File: config.mk
export PLATFORM = sky130hd
export DESIGN_NAME = pin_edge_change_interrupt
export DESIGN_NICKNAME = d
export VERILOG_FILES = /design/src/change_irq_pkg.sv /design/src/pin_edge_change_interrupt.sv
export SDC_FILE = /design/constraint.sdc
export NUM_CORES = 1
export LEC_CHECK = 0
export BUFFER_PORTS_ARGS = -buffer_cell sky130_fd_sc_hd__buf_2
export CAP_MARGIN = 10
export CELL_PAD_IN_SITES_DETAIL_PLACEMENT = 1
export CELL_PAD_IN_SITES_GLOBAL_PLACEMENT = 1
export CORE_UTILIZATION = 40
export DETAILED_ROUTE_END_ITERATION = 10
export PLACE_DENSITY_LB_ADDON = 0.15
export SLEW_MARGIN = 10
export SYNTH_ARGS = -nofsm -noshare
export SYNTH_HDL_FRONTEND = slang
export SYNTH_SLANG_ARGS = --single-unit
File: constraint.sdc
create_clock -name pclk -period 1.95 [get_ports pclk]
set_input_delay 0.39 -clock pclk [delete_from_list [all_inputs] [get_ports pclk]]
set_output_delay 0.39 -clock pclk [all_outputs]
set_load 0.02 [all_outputs]
File: src/change_irq_pkg.sv
// package for the pin edge change interrupt block: register map, field layouts, reset values.
// assumes a 32-bit apb slave with one register per aligned word.
package change_irq_pkg;

  localparam int PORT_WIDTH = 8;
  localparam int ADDR_WIDTH = 12;

  // register byte offsets
  localparam logic [11:0] OFF_PORT_A_RISE = 12'h000;
  localparam logic [11:0] OFF_PORT_A_FALL = 12'h004;
  localparam logic [11:0] OFF_PORT_A_FLAGS = 12'h008;
  localparam logic [11:0] OFF_PORT_B_RISE = 12'h00C;
  localparam logic [11:0] OFF_PORT_B_FALL = 12'h010;
  localparam logic [11:0] OFF_PORT_B_FLAGS = 12'h014;
  localparam logic [11:0] OFF_PORT_C_RISE = 12'h018;
  localparam logic [11:0] OFF_PORT_C_FALL = 12'h01C;
  localparam logic [11:0] OFF_PORT_C_FLAGS = 12'h020;
  localparam logic [11:0] OFF_CONTROL = 12'h024;
  localparam logic [11:0] OFF_IRQ_STATUS = 12'h028;
  localparam logic [11:0] OFF_IRQ_MASK = 12'h02C;

  // control register fields
  localparam int CTRL_MASTER_ENABLE_BIT = 0;
  localparam int CTRL_GLOBAL_FLAG_BIT = 1;

  // event status / mask layout
  localparam int EVT_COUNT = 3;
  localparam int EVT_PORT_A_BIT = 0;
  localparam int EVT_PORT_B_BIT = 1;
  localparam int EVT_PORT_C_BIT = 2;

  localparam logic [7:0] PORT_RESET = 8'h00;
  localparam logic [2:0] EVT_RESET = 3'h0;
  localparam logic [31:0] READ_ZERO = 32'h0000_0000;

  typedef struct packed {
    logic [7:0] rise;
    logic [7:0] fall;
    logic [7:0] flags;
  } port_regs_t;

  typedef struct packed {
    logic [11:0] addr;
    logic sel;
    logic enable;
    logic write;
    logic [31:0] wdata;
  } apb_req_t;

endpackage : change_irq_pkg

File: src/pin_edge_change_interrupt.sv
// pin edge change interrupt block for ports a, b and c, with an apb register slave.
// assumes pins are asynchronous to pclk and that sleep/wake sequencing lives in the core.
// register map, one aligned 32-bit word per register, upper bits read 0:
//   0x000 port a rise enable    0x004 port a fall enable    0x008 port a flags
//   0x00c port b rise enable    0x010 port b fall enable    0x014 port b flags
//   0x018 port c rise enable    0x01c port c fall enable    0x020 port c flags
//   0x024 control: bit 0 master enable, bit 1 global flag (read only)
//   0x028 event status: one sticky bit per port, cleared by reading it
//   0x02c event mask: same layout as event status
//
// latency, in pclk edges after a pin settles:
//   edge 1 first sync stage, edge 2 second sync stage
//   edge 3 per-pin flag, event status, change_irq and change_wake set
//   edge 4 event_irq follows
//   a pin pulse shorter than one pclk period may be missed
//
// bus side: zero wait states; only byte lane 0 writes, other lanes ignored;
// an unmapped access answers with pslverr, reads 0 and writes nothing.
//
// pins: three 8-bit ports, asynchronous to pclk; bit i of every port
// register belongs to pin i of that port.
//
// sleep: pclk keeps running through sleep, so an edge is flagged and the
// wake level raised before the core can fetch its first instruction;
// gating pclk in sleep would lose edges and is not supported.
//
// limits: no glitch filter, so a noisy pin can set its flag on a spike
// that lasts one pclk period; debounce belongs outside this block if the
// pins are mechanical contacts.
`timescale 1ns/1ps

module pin_edge_change_interrupt
  import change_irq_pkg::*;
#(
  parameter int NUM_PORTS = 3
) (
  // apb clock and reset
  input wire logic pclk,
  input wire logic presetn,
  // apb slave
  input wire logic psel,
  input wire logic penable,
  input wire logic pwrite,
  input wire logic [ADDR_WIDTH-1:0] paddr,
  input wire logic [31:0] pwdata,
  input wire logic [3:0] pstrb,
  output logic [31:0] prdata,
  output logic pready,
  output logic pslverr,
  // port pins, asynchronous
  input wire logic [PORT_WIDTH-1:0] port_a_pin,
  input wire logic [PORT_WIDTH-1:0] port_b_pin,
  input wire logic [PORT_WIDTH-1:0] port_c_pin,
  // interrupt and wake
  output logic change_irq,
  output logic change_wake,
  output logic event_irq
);

  ////////////////////////////////////////////////////////////////////////////
  // apb decode

  apb_req_t req;
  logic wr_en;
  logic rd_en;
  logic addr_hit;

  assign req = '{addr: paddr, sel: psel, enable: penable, write: pwrite, wdata: pwdata};
  // the request is taken only in the access phase; pready is tied high,
  // so every access phase is exactly one cycle long
  assign wr_en = req.sel && req.enable && req.write;
  assign rd_en = req.sel && req.enable && !req.write;
  // zero wait states; byte lane 0 carries all the 8-bit fields
  assign pready = 1'b1;

  // one hit decoder for the whole map; unaligned or unknown addresses miss
  always_comb begin
    case (req.addr)
      OFF_PORT_A_RISE, OFF_PORT_A_FALL, OFF_PORT_A_FLAGS,
      OFF_PORT_B_RISE, OFF_PORT_B_FALL, OFF_PORT_B_FLAGS,
      OFF_PORT_C_RISE, OFF_PORT_C_FALL, OFF_PORT_C_FLAGS,
      OFF_CONTROL, OFF_IRQ_STATUS, OFF_IRQ_MASK: addr_hit = 1'b1;
      default: addr_hit = 1'b0;
    endcase
  end

  // error is combinational so it stands with the access phase it answers
  assign pslverr = req.sel && req.enable && !addr_hit;

  ////////////////////////////////////////////////////////////////////////////
  // pin synchronisers and edge detect

  logic [NUM_PORTS*PORT_WIDTH-1:0] pins_raw;
  logic [NUM_PORTS*PORT_WIDTH-1:0] pins_meta;
  logic [NUM_PORTS*PORT_WIDTH-1:0] pins_sync;
  logic [NUM_PORTS*PORT_WIDTH-1:0] pins_prev;
  logic [NUM_PORTS*PORT_WIDTH-1:0] rise_seen;
  logic [NUM_PORTS*PORT_WIDTH-1:0] fall_seen;

  // each pin passes two flops before any logic reads it; both stages reset
  // to 0, so a pin held high across reset shows up as a rising edge about
  // three edges after release, flagged only if enabled by then
  // port c sits in the top byte, port a in the bottom byte
  assign pins_raw = {port_c_pin, port_b_pin, port_a_pin};

  // meta stage is read only by the sync stage
  always_ff @(posedge pclk or negedge presetn) begin
    if (!presetn) begin
      pins_meta <= '0;
      pins_sync <= '0;
    end else begin
      pins_meta <= pins_raw;
      pins_sync <= pins_meta;
    end
  end

  // prev is loaded from sync, so a pin held high across reset gives an edge only after
  // the first two samples; the same way an edge in sleep is caught while pclk runs
  always_ff @(posedge pclk or negedge presetn) begin
    if (!presetn) begin
      pins_prev <= '0;
    end else begin
      pins_prev <= pins_sync;
    end
  end

  // one-cycle pulses; a pin that toggles twice between samples is lost,
  // which is the price of sampling instead of using the pin as a clock
  assign rise_seen = pins_sync & ~pins_prev;
  assign fall_seen = ~pins_sync & pins_prev;

  ////////////////////////////////////////////////////////////////////////////
  // per-port registers
  // one generate instance per port; every port has the same three registers,
  // so ports differ only in their offsets and pin slice

  port_regs_t regs [NUM_PORTS];
  logic [NUM_PORTS-1:0] port_hit_any;
  logic [PORT_WIDTH-1:0] port_detect [NUM_PORTS];
  logic [NUM_PORTS*PORT_WIDTH-1:0] detect_all;

  localparam logic [11:0] RISE_OFF [3] = '{OFF_PORT_A_RISE, OFF_PORT_B_RISE, OFF_PORT_C_RISE};
  localparam logic [11:0] FALL_OFF [3] = '{OFF_PORT_A_FALL, OFF_PORT_B_FALL, OFF_PORT_C_FALL};
  localparam logic [11:0] FLAG_OFF [3] = '{OFF_PORT_A_FLAGS, OFF_PORT_B_FLAGS, OFF_PORT_C_FLAGS};
  // the offset tables hold three ports; a wider build must extend them

  genvar p;
  generate
    for (p = 0; p < NUM_PORTS; p++) begin : g_port
      logic [PORT_WIDTH-1:0] next_flags;
      logic wr_low;
      logic rise_wr;
      logic fall_wr;
      logic flag_wr;

      assign wr_low = wr_en && pstrb[0];
      assign rise_wr = wr_low && req.addr == RISE_OFF[p];
      assign fall_wr = wr_low && req.addr == FALL_OFF[p];
      assign flag_wr = wr_low && req.addr == FLAG_OFF[p];
      assign detect_all[p*PORT_WIDTH +: PORT_WIDTH] = port_detect[p];

      // either enable may be set alone or together
      assign port_detect[p] =
        (rise_seen[p*PORT_WIDTH +: PORT_WIDTH] & regs[p].rise) |
        (fall_seen[p*PORT_WIDTH +: PORT_WIDTH] & regs[p].fall);
      assign port_hit_any[p] = |port_detect[p];

      always_ff @(posedge pclk or negedge presetn) begin
        if (!presetn) begin
          regs[p].rise <= PORT_RESET;
        end else if (rise_wr) begin
          regs[p].rise <= req.wdata[PORT_WIDTH-1:0];
        end
      end

      always_ff @(posedge pclk or negedge presetn) begin
        if (!presetn) begin
          regs[p].fall <= PORT_RESET;
        end else if (fall_wr) begin
          regs[p].fall <= req.wdata[PORT_WIDTH-1:0];
        end
      end

      // a write can only clear: writing 1 keeps the bit, and a new edge wins
      // software should clear by writing the inverse of the bits it has handled, so a
      // flag that set after its last read is not wiped by a blind write of 0
      always_comb begin
        next_flags = regs[p].flags;
        if (flag_wr) begin
          next_flags = regs[p].flags & req.wdata[PORT_WIDTH-1:0];
        end
        next_flags = next_flags | port_detect[p];
      end

      always_ff @(posedge pclk or negedge presetn) begin
        if (!presetn) begin
          regs[p].flags <= PORT_RESET;
        end else begin
          regs[p].flags <= next_flags;
        end
      end
    end
  endgenerate

  ////////////////////////////////////////////////////////////////////////////
  // global flag, master enable, interrupt

  logic master_enable;
  logic global_flag;
  logic [NUM_PORTS*PORT_WIDTH-1:0] all_flags;

  always_comb begin
    for (int i = 0; i < NUM_PORTS; i++) begin
      all_flags[i*PORT_WIDTH +: PORT_WIDTH] = regs[i].flags;
    end
  end

  // global flag is not stored: it is the or of the flag registers, so it
  // can never disagree with them
  // read-only: it clears only when every per-pin flag is cleared
  assign global_flag = |all_flags;

  // master enable gates only the request; flags and status ignore it
  always_ff @(posedge pclk or negedge presetn) begin
    if (!presetn) begin
      master_enable <= 1'b0;
    end else if (wr_en && pstrb[0] && req.addr == OFF_CONTROL) begin
      master_enable <= req.wdata[CTRL_MASTER_ENABLE_BIT];
    end
  end

  // the flag still sets with the master off; only the request is gated
  always_ff @(posedge pclk or negedge presetn) begin
    if (!presetn) begin
      change_irq <= 1'b0;
    end else begin
      // detect is ored in so the request does not wait for the flag to land
      change_irq <= master_enable && (|(all_flags | detect_all));
    end
  end

  // wake is a level that the core's sleep controller samples
  assign change_wake = change_irq;

  ////////////////////////////////////////////////////////////////////////////
  // event status and mask: sticky per-port events, cleared by reading status
  // the status register is a coarser view: which ports saw an enabled edge
  // since status was last read; the per-pin flags keep the detail
  // event_irq ignores the master enable, it serves this per-port view only

  logic [EVT_COUNT-1:0] evt_status;
  logic [EVT_COUNT-1:0] evt_mask;
  logic status_read;

  assign status_read = rd_en && req.addr == OFF_IRQ_STATUS;

  // a new event in the read cycle survives the clear
  always_ff @(posedge pclk or negedge presetn) begin
    if (!presetn) begin
      evt_status <= EVT_RESET;
    end else begin
      evt_status <= (status_read ? EVT_RESET : evt_status) | port_hit_any;
    end
  end

  always_ff @(posedge pclk or negedge presetn) begin
    if (!presetn) begin
      evt_mask <= EVT_RESET;
    end else if (wr_en && pstrb[0] && req.addr == OFF_IRQ_MASK) begin
      evt_mask <= req.wdata[EVT_COUNT-1:0];
    end
  end

  always_ff @(posedge pclk or negedge presetn) begin
    if (!presetn) begin
      event_irq <= 1'b0;
    end else begin
      event_irq <= |(evt_status & evt_mask);
    end
  end

  ////////////////////////////////////////////////////////////////////////////
  // read mux, registered as a data output
  // the mux is decoded from the setup cycle address; a write setup does not
  // disturb prdata, so read data stays put until the next read

  logic [31:0] next_prdata;

  always_comb begin
    next_prdata = READ_ZERO;
    case (req.addr)
      OFF_PORT_A_RISE: next_prdata[PORT_WIDTH-1:0] = regs[0].rise;
      OFF_PORT_A_FALL: next_prdata[PORT_WIDTH-1:0] = regs[0].fall;
      OFF_PORT_A_FLAGS: next_prdata[PORT_WIDTH-1:0] = regs[0].flags;
      OFF_PORT_B_RISE: next_prdata[PORT_WIDTH-1:0] = regs[1].rise;
      OFF_PORT_B_FALL: next_prdata[PORT_WIDTH-1:0] = regs[1].fall;
      OFF_PORT_B_FLAGS: next_prdata[PORT_WIDTH-1:0] = regs[1].flags;
      OFF_PORT_C_RISE: next_prdata[PORT_WIDTH-1:0] = regs[2].rise;
      OFF_PORT_C_FALL: next_prdata[PORT_WIDTH-1:0] = regs[2].fall;
      OFF_PORT_C_FLAGS: next_prdata[PORT_WIDTH-1:0] = regs[2].flags;
      OFF_CONTROL: begin
        next_prdata[CTRL_MASTER_ENABLE_BIT] = master_enable;
        next_prdata[CTRL_GLOBAL_FLAG_BIT] = global_flag;
      end
      OFF_IRQ_STATUS: next_prdata[EVT_COUNT-1:0] = evt_status;
      OFF_IRQ_MASK: next_prdata[EVT_COUNT-1:0] = evt_mask;
      default: next_prdata = READ_ZERO;
    endcase
  end

  // prdata is loaded in the setup cycle so it is stable in the access cycle
  always_ff @(posedge pclk or negedge presetn) begin
    if (!presetn) begin
      prdata <= READ_ZERO;
    end else if (req.sel && !req.enable && !req.write) begin
      prdata <= next_prdata;
    end
  end

endmodule : pin_edge_change_interrupt

### Word level (Yosys, flattened, before mapping)

Index checks and enable logic that the tools add are counted.
W data, S select, Z words.

| storage, ports and cells | value |
|---|---|
| register bits after elaboration | 161 |
| bits in latches | 0 |
| RAM bits | 0 |
| memory bits (read-only) | 0 |
| output and inout bits | 37 |
| logic and storage cells | 90 |
| memories | 0 |

| cells by class | value |
|---|---|
| add/subtract/negate cells | 0 |
| $mul | 0 |
| div/mod/pow operators | 0 |
| $lt $le $gt $ge | 0 |
| equality and inequality tests | 11 |
| shifts and indexed selects | 0 |
| multiplexer cells | 8 |
| bitwise gates (word level) | 22 |
| reduce and logical (&&, ||, !) cells | 31 |

Operators with widths:

| kind | number |
|---|---|
| $and A8 B8 Y8 | 9 |
| $and A24 B24 Y24 | 2 |
| $eq A12 B5 Y1 const B | 4 |
| $eq A12 B6 Y1 const B | 4 |
| $not A24 Y24 | 2 |
| $or A8 B8 Y8 | 6 |
| $reduce_or A24 Y1 | 2 |
| $pmux W5 S9 | 1 |
| $eq A12 B4 Y1 const B | 2 |
| $mux W8 | 3 |
| $or A24 B24 Y24 | 1 |
| $pmux W2 S12 | 1 |
| $reduce_or A8 Y1 | 3 |
| $logic_and A1 B1 Y1 | 20 |
| $eq A12 B3 Y1 const B | 1 |
| $logic_not A12 Y1 | 1 |
| $reduce_or A12 Y1 | 1 |
| $pmux W1 S11 | 1 |
| $and A3 B3 Y3 | 1 |
| $logic_not A1 Y1 | 3 |
| $mux W3 | 1 |
| $or A3 B3 Y3 | 1 |
| $reduce_or A3 Y1 | 1 |
| $mux W1 | 1 |

### Depth between registers and ports, before layout

Gate-level depths: netlist of run 1.

| logic depth | value |
|---|---|
| depth in word-level cells | 7 |
| gate-level depth with buffers | 8 |
| mapped depth without buffers | 5 |

### Worst setup path before layout of run 1

Ideal clock, no wire load.

| timing | value |
|---|---|
| path kind | in2out |
| start point | input port paddr[2] |
| end point | output port pslverr |
| data arrival time | 1.850 ns |
| data required time | 1.560 ns |
| path slack | -0.290 ns |
| cell stages on the path | 8 |
| cells stage by stage | buf_6 clkbuf_1 buf_1 nor3_1 a21oi_1 a32oi_1 nor2_1 nor3_1 |

| on the way | value |
|---|---|
| word-level cells in the longest chain between the ends | 5 |

RTL lines:

| item | RTL line | RTL |
|---|---|---|
| start: declaration | pin_edge_change_interrupt.sv:44 | `input wire logic [ADDR_WIDTH-1:0] paddr,` |
| $eq A12 B3 Y1 (tied with other cells) | pin_edge_change_interrupt.sv:78 | `case (req.addr)` |
| $reduce_or A12 Y1 * | pin_edge_change_interrupt.sv:78 |  |
| $mux W1 * | pin_edge_change_interrupt.sv:78 |  |
| $logic_not A1 Y1 * | pin_edge_change_interrupt.sv:88 | `assign pslverr = req.sel && req.enable && !addr_hit;` |
| $logic_and A1 B1 Y1 * | pin_edge_change_interrupt.sv:88 |  |
| end: declaration | pin_edge_change_interrupt.sv:49 | `output logic pslverr,` |

Every way passes the cells marked *; elsewhere a longest branch is shown, timed or not.

### Final worst setup path of run 1

| timing | value |
|---|---|
| start point | input port paddr[10] |
| end point | output port pslverr |

Same word-level chain as after synthesis.

==> results of run 1 <==
==> how the worst max path moves through the flow <==
stage / slack, ns / end / from
3_5_place_dp: -0.22 / regs[13] / paddr[5]
4_1_cts: 0.003 / pslverr / paddr[8]
5_1_grt: -0.05 / pslverr / paddr[2]
3_3_place_gp: -0.20 / regs[15] / paddr[5]
2_1_floorplan: -0.06 / regs[67] / paddr[2]
6_report: -0.02 / pslverr / paddr[10]
==> worst max-delay path, stage by stage <==
cell	delay, ns
buf_2	0.11
or4_4	0.56
buf_4	0.17
nor2_2	0.15
nor3_2	0.05
buf_4	0.16
==> synth_stat cells (all sizes together) (2+ instances only) <==
| master | instances |
|---|---|
| a211oi | 2 |
| or4b | 2 |
| nor2 | 23 |
| o22ai | 3 |
| nor3b | 4 |
| buf | 37 |
| a21oi | 12 |
| nor4 | 16 |
| conb | 2 |
| and2 | 3 |
| mux4 | 2 |
| nand3b | 25 |
| nor3 | 11 |
| a22oi | 5 |
| nand4 | 5 |
| dfrtp | 161 |
| o21ai | 55 |
| mux2i | 10 |
| o211ai | 2 |
| mux2 | 59 |
| and3 | 2 |
| clkbuf | 10 |
| a31oi | 7 |
| nor2b | 3 |
| or4 | 3 |
| nand2b | 24 |
| a21o | 3 |
| a32oi | 5 |
| nand2 | 43 |
| nand3 | 16 |
| nor4b | 3 |
==> repair_timing <==
item | 4_1_cts | 5_1_grt
resized for setup | 8 | 4
pin swaps | 6 | 3
hold buffers | 1 | 0
setup buffers | 9 | 0
endpoints found under the setup margin | 1 | 15
endpoints found under the hold margin | 28 | 0
==> per-layer routing <==
layer	share of wire, %	GRT usage (%)	routed length, um	vias to the layer above
met5	0	0	0	-
met4	1.9	7.70	388	0
met3	5.0	4.11	1030	22
met2	48	40.4	9950	147
met1	45	34.1	9230	2580
li1	-	-	-	2284
==> through the flow <==
stage          cells  TNS, ns  util [%]  area [um2]
2_1_floorplan    595   -0.812         -        6990
3_3_place_gp     894    -8.05      47.0        7840
3_5_place_dp     894   -10.35      47.0        7840
4_1_cts          933        0      51.5        8600
5_1_grt          933  -0.0807      51.6        8620
6_report         933  -0.0226      51.6        8620
==> cell type report <==
class                   count  share of cell area, %
clock buffers              21                   5.34
clock inverters            11                   2.31
inverters                   1                 0.0436
multi-input cells         386                   31.5
flip-flops and latches    161                   46.8
well taps                 220                   3.19
repair buffers            133                   10.8
==> cells by family after synthesis <==
logic type,share of synthesized area (%)
and+or+nand+nor,16.2
DFF,58.5
AOI/OAI and AO/OA,9.05
muxes,11.8
buffers and inverters,4.38
other,0.109
==> state kept, by name (all words and copies together), names as in the netlist <==
register / count
prdata: 8
regs: 48
evt_mask: 3
change_irq: 1
pins_sync: 24
pins_meta: 24
all_flags: 24
master_enable: 1
evt_status: 3
event_irq: 1
pins_prev: 24
==> where the power goes <==
group / switching, mW / leakage [nW] / internal [mW]
Sequential: 0.0675 / 2.07 / 3.45
Clock: 1.41 / 0.323 / 2.36
Combinational: 0.333 / 1.66 / 0.175
==> results_dict.tcl, run 1 <==
set metrics [dict create \
    status "finished, violations left" \
    failed_checks "setup timing" \
    first_global_vias 5477 \
    hold_start "port_c_pin[4]" \
    numCtsBuffers 17 \
    cellLeakagePower_nw 4.05 \
    overflow 0 \
    number_of_antenna_violations_at_the_first_check_in_global_routing 0 \
    syn-instance-count 572 \
    tritoncts_num_sinks 161 \
    timing.critical_path.arrival_ns 1.58 \
    synthArstFlopShare_pct 100 \
    worst_hold_path.num_cells 1 \
    placement_rows 47 \
    synth.distinct_cells 59 \
    grt_first_pass_wirelength_um 32500 \
    final_antenna_net_count 0 \
    synth_top_area_share_pct 58.5 \
    timing.critical_path.required_ns 1.56 \
    max_frequency_ghz 0.507 \
    clkSlewWorstSetupHoldPaths_ns 0.07 \
    power.total_mw 7.79 \
    r2r_cell_count 5 \
    vias 5033 \
    layout-drive-gt1-share_pct 34.9 \
    worst_slew_margin_rel_pct 60.2 \
    fin_nets 777 \
    clk_latency_ns 0.43 \
    ioPinCount 114 \
    clk_path_buf_depth 2 \
    worst-setup-path-type "in -> out" \
    path_max_fanout 3 \
    yosys_warnings 0 \
    diodes 0 \
    gr-usage-all-layers_pct 24.8 \
    dp_worst_setup_slack_ns -0.224 \
    die_wd_um 133 \
    synth_area_leader_cell "dfrtp_1" \
    worst-r2r-setup-slack_ns 0.14 \
    cts_tree "yes" \
    finalCritPeriodShare_pct 101 \
    drt_wl_total_um 20600 \
    seq_area_frac_synth_pct 58.5 \
    detailedPlacementHpwl_um 15000 \
    post_synthesis_average_cell_area_um2 12.0 \
    ir_worst_vdd_uv 703 \
    setup_viol 1 \
    setup_ws_ns -0.0226 \
    fp.coreArea_um2 16700 \
    synth_edf_count 0 \
    grt_start_max_net_pins 55 \
    worstSetupStartpointType "input pin" \
    drt-vias-per-instance 5.39 \
    final_worst_path_period_need_ns 1.97 \
    port-buffer-count 61 \
    min_to "pins_meta[20]" \
    storage_element_area_um2 4030 \
    r2r-end "change_irq" \
    max_cap_violations 0 \
    multiInputGateArea_um2 2710 \
    root_buffer "clkbuf_16" \
    synth.top_cells.by_area "dfrtp_1 (59%), mux2_2 (9.6%), o21ai_0 (4.0%), buf_4 (2.9%), nand3b_1 (2.7%)" \
    avgRoutedWirePerCell_um 22.1 \
    dr.first_iter.drc_count 285 \
    synthToLayoutAreaGrowth_pct 25.1 \
    tightest_slew_ns 0.591 \
    most-common-layout-cells "dfrtp_1 (161), buf_4 (67), mux2_2 (59), buf_2 (58), o21ai_0 (55)" \
    dieArea_um2 17700 \
    yosys_register_bits 161 \
    power_density_nw_per_um2 904 \
    start_util_pct 41.2 \
    grt_setup_unrepaired "true" \
    mappedNetlistArea_um2 6890 \
    launch_instance_of_the_worst_register_to_register_path "regs[17]" \
    post_synth_top_flop "dfrtp_1" \
    finalWeightedCongestion 0.869 \
    most_frequent_standard_cell_in_the_layout_excluding_fill_and_tap_cells "dfrtp_1" \
    timing_max_transition_violations_final 0 \
    fin_skew_ns 0.0123 \
    floorplan.die.height_um 133 \
    cts_max_level 4 \
    detail_route.first_pass.iterations 4 \
    drcViolationCount 0 \
    timing.final.hold_violations 0 \
    fillers 1752 \
    crit_path_end_kind "output port" \
    worst_hold_slack_ns 0.0593 \
    holdCritPathClass "in -> reg" \
]
Note: power is estimated with default switching activity, not from simulation.
==> run 2: changes to the inputs <==
--- a/config.mk
+++ b/config.mk
@@ -5,13 +5,14 @@
 export SDC_FILE = /design/constraint.sdc
 export NUM_CORES = 1
 export LEC_CHECK = 0
-export BUFFER_PORTS_ARGS = -buffer_cell sky130_fd_sc_hd__buf_2
 export CAP_MARGIN = 10
 export CELL_PAD_IN_SITES_DETAIL_PLACEMENT = 1
 export CELL_PAD_IN_SITES_GLOBAL_PLACEMENT = 1
-export CORE_UTILIZATION = 40
+export CORE_UTILIZATION = 45
 export DETAILED_ROUTE_END_ITERATION = 10
+export DONT_BUFFER_PORTS = 1
 export PLACE_DENSITY_LB_ADDON = 0.15
+export REMOVE_ABC_BUFFERS = 1
 export SLEW_MARGIN = 10
 export SYNTH_ARGS = -nofsm -noshare
 export SYNTH_HDL_FRONTEND = slang
==> run 2 against run 1 <==
The run ends with hold timing left. Setup slack better by 0.10 ns. Final cell count decreased by 11%. First-iteration DRC count is 25% higher. Maximum frequency grew 5.3%. Largest power group is now sequential cells.
==> results_dict.tcl, run 2 (same netlist as run 1, synthesis figures left out) <==
set metrics [dict create \
    status "finished, violations left" \
    failed_checks "hold timing" \
    tritoncts_num_sinks 161 \
    postCtsSetupBuffers 0 \
    final_antenna_net_count 0 \
    clk_latency_ns 0.44 \
    power.total_mw 7.02 \
    fin_nets 713 \
    drcViolationCount 0 \
    layout-drive-gt1-share_pct 23.9 \
    timing.final.hold_violations 161 \
    ir_worst_vdd_uv 851 \
    diodes 0 \
    grt_setup_unrepaired "false" \
    floorplan.die.height_um 126 \
    numCtsBuffers 17 \
    layout.core_utilization_pct 54.8 \
    gr-usage-all-layers_pct 26.8 \
    root_buffer "clkbuf_16" \
    finalWeightedCongestion 0.867 \
    dr.first_iter.drc_count 356 \
    largest-register "regs" \
    fp.coreArea_um2 14800 \
    drt_wl_total_um 19500 \
    number_of_antenna_violations_at_the_first_check_in_global_routing 0 \
    worst-r2r-setup-slack_ns 0.13 \
    tightest_slew_ns 0.722 \
    synthToLayoutAreaGrowth_pct 17.4 \
    seq_power_share_pct 50.6 \
    first_global_vias 5205 \
    power_share_of_the_combinational_group_pct 3.4 \
    timing.critical_path.arrival_ns 1.48 \
    cts_tree "yes" \
    launch_instance_of_the_worst_register_to_register_path "regs[70]" \
    fin_skew_ns 0.00947 \
    internal-power_mw 5.25 \
    grt_first_pass_wirelength_um 30900 \
    setup_viol 0 \
    start_util_pct 46.7 \
    timing.critical_path.required_ns 1.56 \
    most_frequent_standard_cell_in_the_layout_excluding_fill_and_tap_cells "dfrtp_1" \
    r2r_cell_count 6 \
    setup_ws_ns 0.0771 \
    crit_path_end_kind "output port" \
    vias 4888 \
    dieArea_um2 15800 \
    grt_start_max_net_pins 162 \
    worst-setup-path-type "in -> out" \
    port-buffer-count 0 \
    power_density_nw_per_um2 869 \
    clkSlewWorstSetupHoldPaths_ns 0.07 \
    power.clock.fraction_pct 46.0 \
    die_wd_um 126 \
    drt-vias-per-instance 5.87 \
    cts_max_level 4 \
    holdCritPathClass "in -> async" \
    net-switching-power_mw 1.77 \
    detailedPlacementHpwl_um 13300 \
    ioPinCount 114 \
    finalCritPeriodShare_pct 96.0 \
    dp_worst_setup_slack_ns -0.0601 \
    overflow 0 \
    share_of_total_power_consumed_by_net_switching_pct 25.3 \
    cellLeakagePower_nw 3.67 \
    path_max_fanout 3 \
    worst_slew_margin_rel_pct 51.4 \
    largest_register_ffs 48 \
    final_worst_path_period_need_ns 1.87 \
    avgRoutedWirePerCell_um 23.4 \
    most-common-layout-cells "dfrtp_1 (161), mux2_2 (59), o21ai_0 (54), buf_4 (43), nand2_1 (41)" \
    max_cap_violations 0 \
    worst_hold_slack_ns -0.362 \
    placement_rows 44 \
    number_of_buffers_inserted_for_hold_repair_after_clock_tree_synthesis 24 \
    worstSetupStartpointType "input pin" \
    max_frequency_ghz 0.534 \
    clk_path_buf_depth 2 \
    detail_route.first_pass.iterations 5 \
    r2r-end "change_irq" \
    timing_max_transition_violations_final 0 \
]
## run 2: worst max-delay path by stage
stage,start,to,cells after the start
floorplan,paddr[9],regs[64],4
global placement,paddr[2],regs[64],4
detailed placement,paddr[4],all_flags[18],6
CTS,paddr[9],pslverr,5
global route,paddr[9],pslverr,5
finish,paddr[9],pslverr,5
## run 2: critical path, stage by stage
cell	delay (ns)
or4_1	0.60
buf_4	0.18
nor2_1	0.10
nor3_1	0.06
buf_4	0.16
## run 2: layout make-up
type                            count  area [um2]
Fill cell                        1533        6670
Sequential cell                   161        4030
Multi-Input combinational cell    386        2650
Timing Repair Buffer               69         603
Clock buffer                       17         425
Tap cell                          184         230
Clock inverter                     15         141
Inverter                            1        3.75
## run 2: power groups by stage
stage / clock network (mW) / registers (mW) / logic [mW]
floorplan: 0 / 3.59 / 0.143
global placement: 0 / 3.61 / 0.190
detailed placement: 0 / 3.62 / 0.193
CTS: 3.29 / 3.55 / 0.232
global route: 3.41 / 3.57 / 0.252
finish: 3.23 / 3.55 / 0.237
## run 2: per-stage QoR
stage	instances	hold slack, ns	area, um2	setup TNS (ns)
after detailed placement	777	0.100	7270	-0.453
after floorplan	548	0.0944	6670	-32.58
after global routing	833	-0.381	8080	0
after global placement	777	0.0981	7270	-0.237
after CTS	833	-0.376	8080	0
final	833	-0.362	8080	0
## run 2: timing repair
item,CTS,global route
endpoints found under the hold margin,185,161
endpoints found under the setup margin,0,1
gates resized for setup,0,1
## run 2: per-layer routing
metal	up-vias	part of all wire [%]	track usage, %
met5	-	0	0
li1	2164	-	-
met2	165	48	43.1
met4	0	2.3	10.0
met3	37	5.5	7.35
met1	2522	44	34.7
==> run 3: changes to the inputs <==
--- a/config.mk
+++ b/config.mk
@@ -8,7 +8,7 @@
 export CAP_MARGIN = 10
 export CELL_PAD_IN_SITES_DETAIL_PLACEMENT = 1
 export CELL_PAD_IN_SITES_GLOBAL_PLACEMENT = 1
-export CORE_UTILIZATION = 45
+export CORE_UTILIZATION = 50
 export DETAILED_ROUTE_END_ITERATION = 10
 export DONT_BUFFER_PORTS = 1
 export PLACE_DENSITY_LB_ADDON = 0.15
==> constraint.sdc (replaced) <==
create_clock -name pclk -period 1.85 [get_ports pclk]
set_input_delay 0.37 -clock pclk [delete_from_list [all_inputs] [get_ports pclk]]
set_output_delay 0.37 -clock pclk [all_outputs]
set_load 0.02 [all_outputs]
==> run 3 against run 2 <==
The flow still finishes with violations (hold timing). Sequential cell count stayed put. Register-to-register slack worse by 0.10 ns. Core utilization is 6.5 points higher. Final cell count is 0.48% higher. Die area is 9.8% lower. Global-route usage is 3.3 points higher. Sequential share of layout area is 0.57 points lower. Clock power is 4% higher. Combinational power is 7% higher. Critical endpoint is now change_irq. Setup slack worse by 0.050 ns. Count of clock-buffer cells in the layout is 2 higher.
==> results_dict.tcl, run 3 (same netlist as run 1, synthesis figures left out) <==
set metrics [dict create \
    status "finished, violations left" \
    failed_checks "hold timing" \
    diodes 0 \
    numCtsBuffers 17 \
    detail_route.first_pass.iterations 6 \
    worst_slew_margin_rel_pct 48.7 \
    gr-usage-all-layers_pct 30.1 \
    dieArea_um2 14200 \
    max_frequency_ghz 0.548 \
    finish.cell_count_without_fillers 837 \
    finalCritPeriodShare_pct 98.6 \
    number_of_antenna_violations_at_the_first_check_in_global_routing 0 \
    final_worst_path_period_need_ns 1.82 \
    worstSetupStartpointType "flip-flop" \
    post-place-cells 780 \
    crit_path_max_incr_delay_ns 0.44 \
    seq_power_share_pct 50.9 \
    worstPathBufferInverterCount 1 \
    crit_path_top_delay_cell "o41a_1" \
    path_max_fanout 3 \
    most_frequent_standard_cell_in_the_layout_excluding_fill_and_tap_cells "dfrtp_1" \
    start_util_pct 51.6 \
    die_wd_um 119 \
    fillers 1351 \
    share_of_total_power_consumed_by_net_switching_pct 23.6 \
    clkSlewWorstSetupHoldPaths_ns 0.06 \
    largest-register "regs" \
    fin_nets 725 \
    overflow 0 \
    drt-vias-per-instance 5.95 \
    timing.final.hold_violations 161 \
    vias 4984 \
    max_cap_violations 0 \
    cp_top_family "compound AO/OA/AOI/OAI gates" \
    clk_latency_ns 0.44 \
    ioPinCount 114 \
    ir_worst_vdd_uv 686 \
    avgRoutedWirePerCell_um 23.2 \
    timing_max_transition_violations_final 0 \
    drt_wl_total_um 19500 \
    layout.core_utilization_pct 61.2 \
    setup_viol 0 \
    synthToLayoutAreaGrowth_pct 18.7 \
    placement_rows 42 \
    worst_hold_slack_ns -0.369 \
    routed.top_layer "met4" \
    fp.coreArea_um2 13300 \
    port-buffer-count 0 \
    power.total_mw 7.37 \
    power_density_nw_per_um2 902 \
    power_share_of_the_combinational_group_pct 3.4 \
    timing.critical_path.arrival_ns 2.13 \
    holdCritPathClass "in -> async" \
    cts_max_level 4 \
    grt_first_pass_wirelength_um 31200 \
    floorplan.die.height_um 119 \
    detailedPlacementHpwl_um 13500 \
    routed-wl-met3_um 1380 \
    fin_skew_ns 0.0101 \
    most-common-layout-cells "dfrtp_1 (161), mux2_2 (59), buf_4 (55), o21ai_0 (52), nand2_1 (41)" \
    final_antenna_net_count 0 \
    timing.critical_path.cells "nand3b_1 > o21ai_0 > nor4_1 > buf_4 > nand2_1 > o41a_1" \
    tritoncts_num_sinks 161 \
    largest_register_ffs 48 \
    cellLeakagePower_nw 3.74 \
    first_global_vias 5318 \
    root_buffer "clkbuf_16" \
    worst-setup-path-type "reg -> reg" \
    grt_setup_unrepaired "false" \
    net-switching-power_mw 1.74 \
    internal-power_mw 5.64 \
    cts_tree "yes" \
    crit_path_end_kind "flip-flop" \
    number_of_buffers_inserted_for_hold_repair_after_clock_tree_synthesis 24 \
    dr.first_iter.drc_count 329 \
    clk_path_buf_depth 2 \
    wl_met1_um 7860 \
    power.clock.fraction_pct 45.7 \
    finalWeightedCongestion 0.919 \
    grt_start_max_net_pins 162 \
    timing.critical_path.required_ns 2.16 \
    layout-drive-gt1-share_pct 25.3 \
    drcViolationCount 0 \
    tightest_slew_ns 0.762 \
    met2_wirelength_um 9700 \
]
==> run 3: worst paths after layout <==
| kind | start | to | slack, ns | cells past startpoint |
|---|---|---|---|---|
| min in group pclk | pwdata[6] | regs[46] | 0.08 | 1 |
| hold / removal | presetn | evt_mask[0] | -0.37 | 0 |
| setup reg to reg | regs[19] | change_irq | 0.03 | 6 |
| hold reg to reg | pins_meta[7] | pins_sync[7] | 0.35 | 0 |
| max in group asynchronous | presetn | pins_sync[18] | 1.91 | 0 |
| setup / recovery | regs[19] | change_irq | 0.03 | 6 |
==> run 3: power groups by stage <==
stage	sequential [mW]	combinational [mW]	clock, mW
after floorplan	3.78	0.151	0
after global placement	3.81	0.202	0
after detailed placement	3.82	0.206	0
after CTS	3.75	0.248	3.44
after global routing	3.77	0.275	3.55
final	3.75	0.254	3.37
==> run 3: per-stage QoR <==
stage	cell area, um2	worst slack, ns	hold WS, ns	TNS, ns
final	8170	0.0268	-0.369	0
after global routing	8170	0.00221	-0.386	0
after CTS	8150	0.00155	-0.385	0
after detailed placement	7350	-0.157	0.0781	-3.63
after global placement	7350	-0.106	0.0780	-2.46
after floorplan	6670	-0.648	0.0744	-38.40
==> run 3: layer usage <==
| metal | vias up | GRT usage, % |
|---|---|---|
| li1 | 2169 | - |
| met1 | 2612 | 38.4 |
| met2 | 164 | 49.1 |
| met3 | 39 | 7.14 |
| met4 | 0 | 13.0 |
| met5 | - | 0 |
==> run 3: cell type report <==
| type | instances | area, um2 | area share [%] |
|---|---|---|---|
| sequential | 161 | 4030 | 49.3 |
| inverter | 1 | 3.75 | 0.0459 |
| timing repair buffer | 81 | 693 | 8.48 |
| multi-input combinational | 386 | 2670 | 32.6 |
| clock inverter | 13 | 129 | 1.58 |
| tap | 176 | 220 | 2.69 |
| clock buffer | 19 | 433 | 5.30 |
==> run 3: what timing repair did <==
item,CTS,global route
buffers inserted,0,1
endpoints found under the hold margin,185,161
cloned,0,0
pin swaps,1,4
setup endpoints to repair,1,2
resized for setup,0,6
